<file path="src/verilog/port_phy_map.vh">
/*
   constants for the per-port phy control/status bank: register offsets,
   field positions, reset values, mode codes, timing and management frame.
   assumes inclusion by the bank only.
*/
`ifndef PORT_PHY_MAP_VH
`define PORT_PHY_MAP_VH

// register map: ports 2..5 at high nibble 2..5
`define PORT_NIB_FIRST   4'h2
`define PORT_NIB_LAST    4'h5
`define OFS_STATUS1_LOW  4'he
`define OFS_CTRL_STAT    4'hf
`define OFS_P2_CTRL_STAT 8'h2f
`define OFS_P3_CTRL_STAT 8'h3f
`define OFS_P4_CTRL_STAT 8'h4f
`define OFS_P5_CTRL_STAT 8'h5f

// control/status byte fields
`define BIT_LOOPBACK     7
`define BIT_RESERVED     6
`define BIT_ISOLATE      5
`define BIT_SOFT_RESET   4
`define BIT_FORCE_LINK   3
`define BIT_PARTNER_10HD 0
`define CTRL_RESET       1'b0

// operating mode codes
`define MODE_AUTONEG     3'h1
`define MODE_10_HALF     3'h2
`define MODE_100_HALF    3'h3
`define MODE_10_FULL     3'h5
`define MODE_100_FULL    3'h6

// timing
`define CLK_NS           40
`define SOFT_RESET_NS    640
`define SOFT_RESET_CYC   ((`SOFT_RESET_NS + `CLK_NS - 1) / `CLK_NS)
`define SOFT_RESET_LAST  5'd15

// management frame
`define MIIM_PREAMBLE    6'd32
`define MIIM_OP_READ     2'h2
`define MIIM_OP_WRITE    2'h1
`define MIIM_REG_STATUS  5'h1e
`define MIIM_REG_CTRL    5'h1f
`define MIIM_HDR_LAST    4'd12
`define MIIM_DATA_LAST   4'd15

`endif

</file>
<file path="src/verilog/sync_agree.v">
/*
   three-flop synchroniser for pin inputs; a new value is taken once the
   second and third stage agree.
   assumes mclk, synchronous active-low reset and a clock enable.
*/
`timescale 1ns/10ps

module sync_agree #(
   parameter W = 1
) (
   // clock and reset
   input  wire         mclk,
   input  wire         reset_n,
   input  wire         ce,
   // pin side
   input  wire [W-1:0] d,
   // synchronised value
   output reg  [W-1:0] q
);

reg [W-1:0] s1_q;
reg [W-1:0] s2_q;
reg [W-1:0] s3_q;

////////////////////////////////////////////////////////////////////////////////

// first stage feeds the second and nothing else
always @(posedge mclk) begin
   if (!reset_n) begin
      s1_q <= {W{1'b0}};
      s2_q <= {W{1'b0}};
      s3_q <= {W{1'b0}};
      q    <= {W{1'b0}};
   end else if (ce) begin
      s1_q <= d;
      s2_q <= s1_q;
      s3_q <= s2_q;
      if (s2_q == s3_q) begin
         q <= s3_q;
      end
   end
end

endmodule

</file>
<file path="src/verilog/port_phy_ctrl.v">
/*
   per-port phy control and status bank for ports 2..5: control/status
   byte, partner status bit, register port and mirrored mdc/mdio access.
   assumes phy-side inputs are asynchronous pins, mdc well below mclk/8,
   and a single 25 MHz mclk.
*/
`timescale 1ns/10ps
`include "port_phy_map.vh"

module port_phy_ctrl (
   // clock, reset, enable
   input  wire        mclk,
   input  wire        reset_n,
   input  wire        ce,
   // register port
   input  wire [7:0]  reg_addr,
   input  wire        reg_wr,
   input  wire [7:0]  reg_wdata,
   input  wire        reg_rd,
   output reg  [7:0]  reg_rdata_q,
   // management pins
   input  wire        mdc,
   input  wire        mdio_in,
   output reg         mdio_out_q,
   output reg         mdio_oe_q,
   // phy status pins, index 0 is port 2
   input  wire [3:0]  phy_partner_10hd,
   input  wire [11:0] phy_mode,
   // phy controls
   output reg  [3:0]  phy_loopback_q,
   output reg  [3:0]  phy_isolate_q,
   output reg  [3:0]  phy_soft_reset_q,
   output reg  [3:0]  phy_force_link_q
);

localparam S_PRE  = 2'b00;
localparam S_HDR  = 2'b01;
localparam S_TA   = 2'b10;
localparam S_DATA = 2'b11;

integer p;

reg  [3:0]  partner_q;
reg  [2:0]  mode_q [0:3];
reg  [4:0]  srst_cnt_q [0:3];

reg  [1:0]  st_q;
reg  [5:0]  ones_q;
reg  [3:0]  cnt_q;
reg  [11:0] hdr_q;
reg  [15:0] sh_q;
reg         rd_op_q;
reg         hit_q;
reg         mdc_prev_q;
reg         mi_we_q;
reg  [1:0]  mi_port_q;
reg  [7:0]  mi_wdata_q;

wire [1:0]  mi_sync;
wire [15:0] phy_sync;
wire        mdc_s;
wire        mdio_s;
wire        mdc_rise;

wire        reg_port_ok;
wire [1:0]  reg_port;
wire [12:0] hdr_full;
wire        hdr_ok;
wire [1:0]  hdr_port;
wire [7:0]  cs_byte [0:3];

reg  [3:0]  wr_en;
reg  [7:0]  wr_byte;
reg  [15:0] mi_rdata;

////////////////////////////////////////////////////////////////////////////////
// pin synchronisers

sync_agree #(
   .W (2)
) u_sync_mi (
   .mclk    (mclk),
   .reset_n (reset_n),
   .ce      (ce),
   .d       ({mdc, mdio_in}),
   .q       (mi_sync)
);

genvar g;
generate
   for (g = 0; g < 4; g = g + 1) begin : gen_port
      // one vector per port so mode bits are taken together, never torn
      sync_agree #(
         .W (4)
      ) u_sync_phy (
         .mclk    (mclk),
         .reset_n (reset_n),
         .ce      (ce),
         .d       ({phy_partner_10hd[g], phy_mode[3*g+2:3*g]}),
         .q       (phy_sync[4*g+3:4*g])
      );
      // reserved bit reads 0
      assign cs_byte[g] = {phy_loopback_q[g], 1'b0, phy_isolate_q[g],
                           phy_soft_reset_q[g], phy_force_link_q[g], mode_q[g]};
   end
endgenerate

assign mdc_s    = mi_sync[1];
assign mdio_s   = mi_sync[0];
assign mdc_rise = mdc_s & ~mdc_prev_q;

////////////////////////////////////////////////////////////////////////////////
// address decode

assign reg_port_ok = (reg_addr[7:4] >= `PORT_NIB_FIRST) &&
                     (reg_addr[7:4] <= `PORT_NIB_LAST);
// nibbles 2..5 wrap onto port index 0..3
assign reg_port    = reg_addr[5:4] - 2'b10;

assign hdr_full = {hdr_q, mdio_s};
assign hdr_port = hdr_full[6:5] - 2'b10;
assign hdr_ok   = hdr_full[12] &&
                  ((hdr_full[11:10] == `MIIM_OP_READ) ||
                   (hdr_full[11:10] == `MIIM_OP_WRITE)) &&
                  (hdr_full[9:5] >= {1'b0, `PORT_NIB_FIRST}) &&
                  (hdr_full[9:5] <= {1'b0, `PORT_NIB_LAST}) &&
                  ((hdr_full[4:0] == `MIIM_REG_STATUS) ||
                   (hdr_full[4:0] == `MIIM_REG_CTRL));

// register port wins a same-cycle collision; the mdio write is dropped
always @* begin
   wr_en   = 4'h0;
   wr_byte = reg_wdata;
   if (reg_wr && reg_port_ok && (reg_addr[3:0] == `OFS_CTRL_STAT)) begin
      wr_en[reg_port] = 1'b1;
   end else if (mi_we_q) begin
      wr_en[mi_port_q] = 1'b1;
      wr_byte          = mi_wdata_q;
   end
end

always @* begin
   mi_rdata = 16'h0000;
   if (hdr_full[4:0] == `MIIM_REG_CTRL) begin
      mi_rdata[7:0] = cs_byte[hdr_port];
   end else begin
      mi_rdata[0] = partner_q[hdr_port];
   end
end

////////////////////////////////////////////////////////////////////////////////
// control/status byte per port

always @(posedge mclk) begin
   if (!reset_n) begin
      phy_loopback_q   <= {4{`CTRL_RESET}};
      phy_isolate_q    <= {4{`CTRL_RESET}};
      phy_soft_reset_q <= {4{`CTRL_RESET}};
      phy_force_link_q <= {4{`CTRL_RESET}};
      partner_q        <= 4'h0;
      for (p = 0; p < 4; p = p + 1) begin
         mode_q[p]     <= `MODE_AUTONEG;
         srst_cnt_q[p] <= 5'h00;
      end
   end else if (ce) begin
      for (p = 0; p < 4; p = p + 1) begin
         partner_q[p] <= phy_sync[4*p+3];
         // mode reads autonegotiating while the phy is held in reset
         if (phy_soft_reset_q[p]) begin
            mode_q[p] <= `MODE_AUTONEG;
         end else begin
            case (phy_sync[4*p+2 -: 3])
               `MODE_10_HALF  : mode_q[p] <= `MODE_10_HALF;
               `MODE_100_HALF : mode_q[p] <= `MODE_100_HALF;
               `MODE_10_FULL  : mode_q[p] <= `MODE_10_FULL;
               `MODE_100_FULL : mode_q[p] <= `MODE_100_FULL;
               default        : mode_q[p] <= `MODE_AUTONEG;
            endcase
         end
         if (wr_en[p]) begin
            phy_loopback_q[p]   <= wr_byte[`BIT_LOOPBACK];
            phy_isolate_q[p]    <= wr_byte[`BIT_ISOLATE];
            phy_force_link_q[p] <= wr_byte[`BIT_FORCE_LINK];
         end
         // a new write of 1 restarts the reset, so set beats self-clear
         if (wr_en[p] && wr_byte[`BIT_SOFT_RESET]) begin
            phy_soft_reset_q[p] <= 1'b1;
            srst_cnt_q[p]       <= 5'h00;
            mode_q[p]           <= `MODE_AUTONEG;
         end else if (phy_soft_reset_q[p]) begin
            if (srst_cnt_q[p] == `SOFT_RESET_LAST) begin
               phy_soft_reset_q[p] <= 1'b0;
            end else begin
               srst_cnt_q[p] <= srst_cnt_q[p] + 5'h01;
            end
         end
      end
   end
end

////////////////////////////////////////////////////////////////////////////////
// register port read, data one cycle after the strobe

always @(posedge mclk) begin
   if (!reset_n) begin
      reg_rdata_q <= 8'h00;
   end else if (ce) begin
      if (reg_rd) begin
         if (reg_port_ok && (reg_addr[3:0] == `OFS_CTRL_STAT)) begin
            reg_rdata_q <= cs_byte[reg_port];
         end else if (reg_port_ok && (reg_addr[3:0] == `OFS_STATUS1_LOW)) begin
            reg_rdata_q <= {7'h00, partner_q[reg_port]};
         end else begin
            reg_rdata_q <= 8'h00;
         end
      end
   end
end

////////////////////////////////////////////////////////////////////////////////
// mdc/mdio management slave

always @(posedge mclk) begin
   if (!reset_n) begin
      st_q       <= S_PRE;
      ones_q     <= 6'h00;
      cnt_q      <= 4'h0;
      hdr_q      <= 12'h000;
      sh_q       <= 16'h0000;
      rd_op_q    <= 1'b0;
      hit_q      <= 1'b0;
      mdc_prev_q <= 1'b0;
      mdio_out_q <= 1'b0;
      mdio_oe_q  <= 1'b0;
      mi_we_q    <= 1'b0;
      mi_port_q  <= 2'h0;
      mi_wdata_q <= 8'h00;
   end else if (ce) begin
      mdc_prev_q <= mdc_s;
      mi_we_q    <= 1'b0;
      if (mdc_rise) begin
         case (st_q)
            S_PRE : begin
               if (mdio_s) begin
                  if (ones_q != `MIIM_PREAMBLE) begin
                     ones_q <= ones_q + 6'h01;
                  end
               end else if (ones_q == `MIIM_PREAMBLE) begin
                  st_q  <= S_HDR;
                  cnt_q <= 4'h0;
               end else begin
                  ones_q <= 6'h00;
               end
            end
            S_HDR : begin
               hdr_q <= hdr_full[11:0];
               cnt_q <= cnt_q + 4'h1;
               if (cnt_q == `MIIM_HDR_LAST) begin
                  // foreign address: stay off the line until a new preamble
                  hit_q     <= hdr_ok;
                  rd_op_q   <= (hdr_full[11:10] == `MIIM_OP_READ);
                  mi_port_q <= hdr_port;
                  sh_q      <= mi_rdata;
                  cnt_q     <= 4'h0;
                  ones_q    <= 6'h00;
                  st_q      <= hdr_ok ? S_TA : S_PRE;
               end
            end
            S_TA : begin
               cnt_q <= 4'h1;
               if (rd_op_q) begin
                  mdio_oe_q <= 1'b1;
                  if (cnt_q == 4'h0) begin
                     mdio_out_q <= 1'b0;
                  end else begin
                     mdio_out_q <= sh_q[15];
                     sh_q       <= {sh_q[14:0], 1'b0};
                  end
               end
               if (cnt_q != 4'h0) begin
                  st_q  <= S_DATA;
                  cnt_q <= 4'h0;
               end
            end
            default : begin
               cnt_q <= cnt_q + 4'h1;
               if (rd_op_q) begin
                  mdio_out_q <= sh_q[15];
                  sh_q       <= {sh_q[14:0], 1'b0};
               end else begin
                  sh_q <= {sh_q[14:0], mdio_s};
               end
               if (cnt_q == `MIIM_DATA_LAST) begin
                  mdio_oe_q  <= 1'b0;
                  mdio_out_q <= 1'b0;
                  st_q       <= S_PRE;
                  ones_q     <= 6'h00;
                  // status register is read-only over mdio as well
                  if (!rd_op_q && hit_q && (hdr_q[4:0] == `MIIM_REG_CTRL)) begin
                     mi_we_q    <= 1'b1;
                     mi_wdata_q <= {sh_q[6:0], mdio_s};
                  end
               end
            end
         endcase
      end
   end
end

endmodule

</file>
<file path="config.mk">
export PLATFORM = sky130hd
export DESIGN_NAME = port_phy_ctrl
export DESIGN_NICKNAME = d
export VERILOG_FILES = /design/src/verilog/sync_agree.v /design/src/verilog/port_phy_ctrl.v
export VERILOG_INCLUDE_DIRS = /design/src /design/src/verilog
export SDC_FILE = /design/constraint.sdc
export NUM_CORES = 1
export LEC_CHECK = 0
export BUFFER_PORTS_ARGS = -buffer_cell sky130_fd_sc_hd__buf_2
export CELL_PAD_IN_SITES_DETAIL_PLACEMENT = 1
export CELL_PAD_IN_SITES_GLOBAL_PLACEMENT = 1
export CORE_UTILIZATION = 48
export DETAILED_ROUTE_END_ITERATION = 12
export PLACE_DENSITY_LB_ADDON = 0.1
export SLEW_MARGIN = 20
export SYNTH_ARGS = -nofsm -noshare
export SYNTH_HDL_FRONTEND = slang
export SYNTH_SLANG_ARGS = --single-unit
</file>
<file path="constraint.sdc">
create_clock -name mclk -period 3.2 [get_ports mclk]
set_input_delay 0.64 -clock mclk [delete_from_list [all_inputs] [get_ports mclk]]
set_output_delay 0.64 -clock mclk [all_outputs]
set_load 0.01 [all_outputs]
</file>
== Word level (Yosys, flattened, before mapping) ==
Memories as Yosys holds them, arrays and structs flattened.
Cells that the tools add are included.
Storage, ports and cells
  bits in registers: 156
  bits in latches: 0
  memory bits (writable): 32
  bits in read-only memories: 0
  input bits: 39
  output and inout bits: 26
  logic and storage cells: 465
  memories: 2
Memories
  srst_cnt_q: depth 4, bits a word 5, read ports 4, clocked after memory_dff 0, wr ports 4, line port_phy_ctrl.v:45  | reg [4:0] srst_cnt_q [0:3];
  mode_q: depth 4, bits a word 3, read ports 4, clocked after memory_dff 0, wr ports 4, line port_phy_ctrl.v:44  | reg [2:0] mode_q [0:3];
Operators by class
  $add $sub $neg: 8
  $mul: 0
  divide/modulo/power cells: 0
  order comparisons: 11
  equality and inequality tests: 46
  shift operators: 0
  muxes and demuxes: 254
  bitwise operators: 44
  reductions and logical operators: 52
Operators by type and width (number)
  2-to-1 mux 1 bit: 179
  2-to-1 mux 3 bit: 28
  2-to-1 mux 8 bit: 7
  2-to-1 mux 16 bit: 3
  one-hot mux 16 bit (3 select lines): 1
  2-to-1 mux 5 bit: 8
  OR 1 bit: 36
  binary-select mux 8 bit (select 2 bit): 2
  2-to-1 mux 6 bit: 5
  == test 3 x 2 -> 1 bit (second input constant): 8
  == test 3 bit (second input constant): 8
  adder 5 x 1 -> 5 bit (second input constant): 4
  == test 5 x 4 -> 1 bit (second input constant): 4
  2-to-1 mux 4 bit: 5
  AND reduction 2 bit: 10
  one-hot mux 6 bit (3 select lines): 1
  logical AND 1 bit: 17
  == test 4 bit: 4
  == test 4 bit (second input constant): 4
  OR reduction 4 bit: 4
  == test 5 bit (second input constant): 3
  AND reduction 5 bit: 3
  AND reduction 7 bit: 2
  2-to-1 mux 2 bit: 6
  39 further kinds: 63

== Logic depth before layout (Yosys ltp) ==
Gate-level depths: netlist (run 1).
  depth in word-level cells: 13
  mapped depth: 9
  mapped depth without buffers: 7

== By module ==
Synthesis (run 1) repeated with hierarchy kept, for this count alone.
Second synthesis, totals
  cell total of the unflattened synthesis: 882
  area, all modules: 8917.3 sq um
Modules (own cells, without submodules)
  port_phy_ctrl: instances 1, cells an instance 601, area an instance 5934.4 sq um, sequential area each 2542.4 sq um
  sync_agree at gen_port[0].u_sync_phy ...: instances 4, cells an instance 62, area an instance 664.4 sq um, sequential area each 320.3 sq um
  sync_agree at u_sync_mi: instances 1, cells an instance 33, area an instance 325.3 sq um, sequential area each 160.2 sq um

== Worst setup path before layout (run 1) ==
OpenSTA, ideal clock, no wires.
  path type: in2reg
  start point: input reg_addr[7]
  end point: memory srst_cnt_q[0][2], data pin
  data arrival time: 2.168 ns
  required time: 3.061 ns
  setup slack: 0.893 ns
  stages on the path: 5
  buffers on the path: 0
  path through: nand4b_2 -> nor3_4 -> mux2i_1 -> or4b_4 -> nor2_1
RTL lines
  from (decl): line port_phy_ctrl.v:16  | input wire [7:0] reg_addr,
  to (decl): line port_phy_ctrl.v:45

== Worst setup path in the final report (run 1) ==
  start point: register st_q[0]
  end point: register sh_q[3]
On the way
  longest elaborated chain between the ends: 3
  elaborated cells between the ends (all ways): 9
RTL lines
  from (decl): line port_phy_ctrl.v:47  | reg [1:0] st_q;
  from (signal assigned): line port_phy_ctrl.v:266  | st_q <= hdr_ok ? S_TA : S_PRE;
  == test 2 bit, or another cell as far along: line port_phy_ctrl.v:242  | case (st_q)
  inequality test 2 bit (no source line) or inverter 1 bit (tied branches)
  AND reduction 6 bit (no source line)
  to (signal assigned): line port_phy_ctrl.v:263  | sh_q <= mi_rdata;
  to (signal assigned): line port_phy_ctrl.v:277  | sh_q <= {sh_q[14:0], 1'b0};
  to (signal assigned): line port_phy_ctrl.v:289  | sh_q <= {sh_q[14:0], 1'b0};
  to (decl): line port_phy_ctrl.v:51  | reg [15:0] sh_q;
Parallel ways exist; a longest one is shown, timed or not.
A chain may end at the register's enable or synchronous reset.

==> results of run 1 <==
-- power breakdown --
part / total [mW] / switching, mW / internal (mW)
sequential: 2.41 / 0.0292 / 2.38
clock: 2.13 / 1.02 / 1.11
combinational: 0.263 / 0.137 / 0.126
-- layout by cell type (no fill, tap or decap), drive strengths merged, types with 16 or more instances in the layout --
cell type  instances
mux4              16
xor2              20
nand2             71
ha                17
edfxtp            32
mux2i            104
dfxtp            151
o21ai             18
nor2b            107
inv               24
a21boi            35
nand3             25
buf               71
clkbuf            18
nor2              37
and3              16
-- cells by family (layout without fill, tap and decap cells) --
logic type,after synthesis,after routing
AOI/OAI and AO/OA,85,85
muxes,123,123
buffers and inverters,81,120
DFF,183,183
and+or+nand+nor,332,332
other,1,1
xor gates and xnor gates,32,32
adders and majority gates,17,17
-- tightest hold or removal path: stages --
cell     delay, ns
buf_2         0.07
mux2i_1       0.05
nor2b_1       0.09
-- layer usage --
layer / vias to the layer above / global-route usage [%] / wire length (µm)
met2: 65 / 39.7 / 10200
met5: - / 0 / 0
li1: 3043 / - / -
met1: 3054 / 26.6 / 8660
met3: 25 / 4.34 / 454
met4: 0 / 7.33 / 299
-- layout make-up --
class,instances,share of cell area (%)
clock buffer,18,4.39
timing repair buffer,71,4.12
inverter,17,0.653
multi-input combinational,590,45.5
tap,229,2.93
sequential,183,40.7
clock inverter,14,1.65
-- registers in the layout, summed over array words and instances (netlist names), 12 cells and up --
register / flops
mode_q: 12
hdr_q: 12
gen_port.u_sync_phy.s2_q: 16
gen_port.u_sync_phy.s3_q: 16
gen_port.u_sync_phy.q: 16
gen_port.u_sync_phy.s1_q: 16
srst_cnt_q: 20
sh_q: 16
-- final timing paths --
path	to	slack (ns)	from
worst max-delay path	sh_q[3]	0.54	st_q[0]
worst min-delay path	gen_port[0].u_sync_phy.s1_q[0]	0.44	phy_mode[0]
worst max register to register	sh_q[3]	0.54	st_q[0]
worst min register to register	sh_q[14]	0.47	sh_q[14]
-- metrics by stage --
step / worst slack [ns] / power, mW / hold WS (ns) / area [µm²]
finish: 0.543 / 4.80 / 0.439 / 9780
global route: 0.398 / 4.95 / 0.453 / 9780
CTS: 0.534 / 4.85 / 0.432 / 9780
detailed placement: 0.509 / 2.73 / 0.454 / 9190
global placement: 0.555 / 2.71 / 0.440 / 9190
floorplan: 0.893 / 2.64 / 0.426 / 8810
==> results.json, run 1 <==
{
  "status": "completed",
  "ir_drop_mv": 0.377,
  "startpoint_type": "flip-flop",
  "hpwlAfterDp_um": 13700,
  "crit_buf_inv": 1,
  "synth_top_area_share_pct": 34.3,
  "p_leak_nw": 3.76,
  "root_buffer": "clkbuf_16",
  "cts_sinks": 183,
  "insertion_delay_ns": 0.45,
  "setup_violations": 0,
  "slowest_delay_ns": 0.77,
  "dieArea_um2": 18900,
  "gp_congestion": 0.799,
  "rsz0062_at_grt": "false",
  "cts_buffer_depth": 2,
  "tightestPinTransition_ns": 0.776,
  "cts_tree": "yes",
  "via_per_inst": 5.51,
  "p_per_area_nw_per_um2": 491,
  "grt_pass1_wl_um": 32200,
  "crit_path_end_kind": "flip-flop",
  "reg2reg_depth": 7,
  "drt_iter0_markers": 225,
  "cp.depth": 7,
  "yosys.area.top_type": "dfxtp_1",
  "synth-compound-area-share_pct": 6.94,
  "rows": 49,
  "yosysWarningCount": 0,
  "postCtsSetupBuffers": 0,
  "crit_chain": "inv_1, ha_1, nand4bb_1, a21bo_2, or4_1, a221oi_1, nor3b_1",
  "wire_per_inst_um": 17.5,
  "ys_ff_latch": 183,
  "die_w_um": 138,
  "nFillCells": 1951,
  "holdBufCountCts": 0,
  "synthDistinctLibCells": 60,
  "ctsResizeCount": 0,
  "multi_input_area_um2": 4450,
  "slew_violations": 0,
  "diodes": 0,
  "criticalPathCategory": "reg -> reg",
  "synth_top_family_by_area": "simple AND/OR/NAND/NOR gates",
  "slew_headroom_pct": 48.1,
  "area_delta_synth_final_pct": 10.9,
  "antenna_left": 0,
  "drc": 0,
  "die_y_um": 138,
  "hold_viol": 0,
  "cts_buffers": 17,
  "max_freq_ghz": 0.376,
  "finalNetCount": 936,
  "synth_area_um2": 8810,
  "grt_pass1_vias": 6414,
  "cp_slowest_cell": "or4_1",
  "fin_skew_ns": 0.0109,
  "timing.final.crit_share_pct": 83.0,
  "ys_seq_area_share_pct": 45.2,
  "synth_common_cells": "151 x dfxtp_1, 107 x nor2b_1, 104 x mux2i_1",
  "grt_max_degree": 86,
  "dp_cells": 1090,
  "synthTopCellsByArea": "dfxtp_1 34%, mux2i_1 12%, edfxtp_1 11%",
  "max_cap_viol_count": 0,
  "regArea_um2": 3980,
  "grt-ovfl-total": 0,
  "period_needed_ns": 2.66,
  "synth_edf_count": 32,
  "dr.pass1.iters": 4,
  "min_path_type": "in -> reg",
  "path_clk_slew_ns": 0.08,
  "yosysMostFrequentCell": "dfxtp_1",
  "async_flop_share_pct": 0,
  "critPathArrivalTime_ns": 2.99,
  "crit_family": "simple AND/OR/NAND/NOR gates",
  "ios": 65,
  "synthAdderAreaFrac_pct": 2.41,
  "syn_avg_cell_area_um2": 10.3,
  "synthSimpleGateAreaFrac_pct": 21.5,
  "synthMuxAreaShare_pct": 16.3,
  "hold_path_depth": 3,
  "required_ns": 3.53,
  "io_buffers": 59,
  "grt_use_total_pct": 22.2,
  "antenna_found_initial": 0,
  "htree_levels": 4,
  "vias": 6187,
  "synth_cells": 854,
  "synth_nets": 910,
  "synth-main-ff-cell": "dfxtp_1",
  "final_layout_size_suffix_gt1_share_pct": 15.3,
  "routed_wl_um": 19600,
  "finalSetupTns_ns": 0,
  "fin_cells": 1122,
  "worstPathMaxFanout": 15,
  "initial_core_util_pct": 49.1,
  "utilization_pct": 54.4,
  "synth_xor_area_share_pct": 3.27,
  "coreArea_um2": 18000
}
(Power assumes the default switching activity.)
==> run 2, diff against run 1 <==
Settings changed: CORE_UTILIZATION 48 to 43.
Clock period 3.2 ns to 2.2 ns, I/O delays scaled along.
==> run 2 against run 1 <==
  * First-iteration DRC count is 4.4% higher
  * Global-route usage shrank 2.3 points
  * Design area up 2.6%
  * Sequential power is 45% higher
  * Flip-flop and latch count stayed put
  * Total power up 46%
  * Clock skew is 0.0022 ns lower
  * Critical endpoint is now sh_q[2]
  * Largest cell class unchanged
==> results.json, run 2 (synthesized netlist as in run 1, its figures left out) <==
{
  "status": "completed",
  "io_buffers": 59,
  "vias": 6327,
  "final_layout_size_suffix_gt1_share_pct": 18.2,
  "grt_max_degree": 83,
  "regMostFlops": "srst_cnt_q",
  "coreArea_um2": 20200,
  "fin_skew_ns": 0.00870,
  "pre_cts_ws_ns": -0.0782,
  "root_buffer": "clkbuf_16",
  "rsz0062_at_grt": "false",
  "slew_violations": 0,
  "holdBufCountCts": 0,
  "area_delta_synth_final_pct": 13.9,
  "fin_cells": 1188,
  "grt_use_total_pct": 20.0,
  "antenna_found_initial": 0,
  "postCtsSetupBuffers": 0,
  "period_needed_ns": 2.06,
  "crit_family": "simple AND/OR/NAND/NOR gates",
  "ios": 65,
  "criticalPathCategory": "reg -> reg",
  "multi_input_area_um2": 4460,
  "die_w_um": 145,
  "max_cap_viol_count": 0,
  "diodes": 0,
  "cts_tree": "yes",
  "path_clk_slew_ns": 0.07,
  "timing.final.crit_share_pct": 93.4,
  "tightestPinTransition_ns": 0.704,
  "drc": 0,
  "hold_viol": 0,
  "gp_congestion": 0.765,
  "cts_buffer_depth": 2,
  "hold-worst-slack_ns": 0.263,
  "layout_commonest_cell": "dfxtp_1",
  "via_per_inst": 5.33,
  "routed_wl_um": 20000,
  "grt-ovfl-total": 0,
  "startpoint_type": "flip-flop",
  "slew_headroom_pct": 53.1,
  "hpwlAfterDp_um": 14400,
  "htree_levels": 4,
  "utilization_pct": 49.8,
  "grt_pass1_vias": 6889,
  "max_freq_ghz": 0.487,
  "min_path_type": "in -> reg",
  "critPathArrivalTime_ns": 2.36,
  "finalPower_mw": 7.01,
  "cp_slowest_cell": "or4_4",
  "antenna_left": 0,
  "nFillCells": 2213,
  "dp_cells": 1156,
  "slowest_delay_ns": 0.56,
  "p_leak_nw": 3.89,
  "insertion_delay_ns": 0.43,
  "ir_drop_mv": 0.480,
  "initial_core_util_pct": 43.7,
  "drt_iter0_markers": 235,
  "grt_pass1_wl_um": 33800,
  "rrSetupSlack_ns": 0.14,
  "dr.pass1.iters": 4,
  "cts_buffers": 17,
  "crit_chain": "inv_1, ha_2, nand4bb_1, a21bo_2, or4_4, a221oi_1, nor3b_1",
  "required_ns": 2.51,
  "setup_violations": 0,
  "worstPathMaxFanout": 8,
  "largest_reg_flops": 20,
  "dieArea_um2": 21100,
  "final_cell_mix": "151 x dfxtp_1, 106 x nor2b_1, 104 x mux2i_1",
  "rows": 52,
  "finalNetCount": 961,
  "p_per_area_nw_per_um2": 699,
  "layout_setup_ws_ns": 0.145,
  "die_y_um": 145,
  "regArea_um2": 3980,
  "crit_buf_inv": 1,
  "cts_sinks": 183,
  "crit_path_end_kind": "flip-flop",
  "wire_per_inst_um": 16.8
}
run 2: cell count changes in the layout (fill, tap and decap cells not counted), sizes merged:
cell,change
clkinv,-2
inv,+1
buf,+25
bufinv,+1
run 2: worst paths after layout:
kind,start,to,depth (start not counted)
max,st_q[0],sh_q[2],7
min,phy_mode[8],gen_port[2].u_sync_phy.s1_q[2],3
max reg2reg,st_q[0],sh_q[2],7
min reg2reg,sh_q[15],sh_q[15],2
run 2: metal layers:
metal / wire (µm) / global-route usage [%]
met4: 335 / 6.58
met3: 489 / 4.28
met2: 10700 / 37.4
met1: 8430 / 22.2
met5: 0 / 0
run 2: worst reg2reg max path, stage by stage (launching register included):
cell       delay [ns]
dfxtp_1          0.33
inv_1            0.09
ha_2             0.20
nand4bb_1        0.11
a21bo_2          0.25
or4_4            0.56
a221oi_1         0.29
nor3b_1          0.10
run 2: area by class of cell:
| cell class | count | area share, % |
|---|---|---|
| inverters | 17 | 0.636 |
| flip-flops and latches | 183 | 39.7 |
| clock buffers | 18 | 4.38 |
| clock inverters | 14 | 1.60 |
| repair buffers | 96 | 5.89 |
| multi-input cells | 590 | 44.4 |
| well taps | 270 | 3.37 |
run 2: metrics by stage:
step           setup TNS, ns  area (µm²)
2_1_floorplan              0        8820
3_3_place_gp         -0.0381        9430
3_5_place_dp           -1.44        9430
4_1_cts                    0       10000
5_1_grt                    0       10000
6_report                   0       10000
run 2: repair_timing:
action	4_1_cts	5_1_grt
setup endpoints to repair	0	19
hold endpoints to repair	0	0
resized for setup	0	3
run 2: power breakdown:
group          internal [mW]  switching, mW
clock network           1.74           1.38
registers               3.46         0.0436
logic                  0.188          0.199
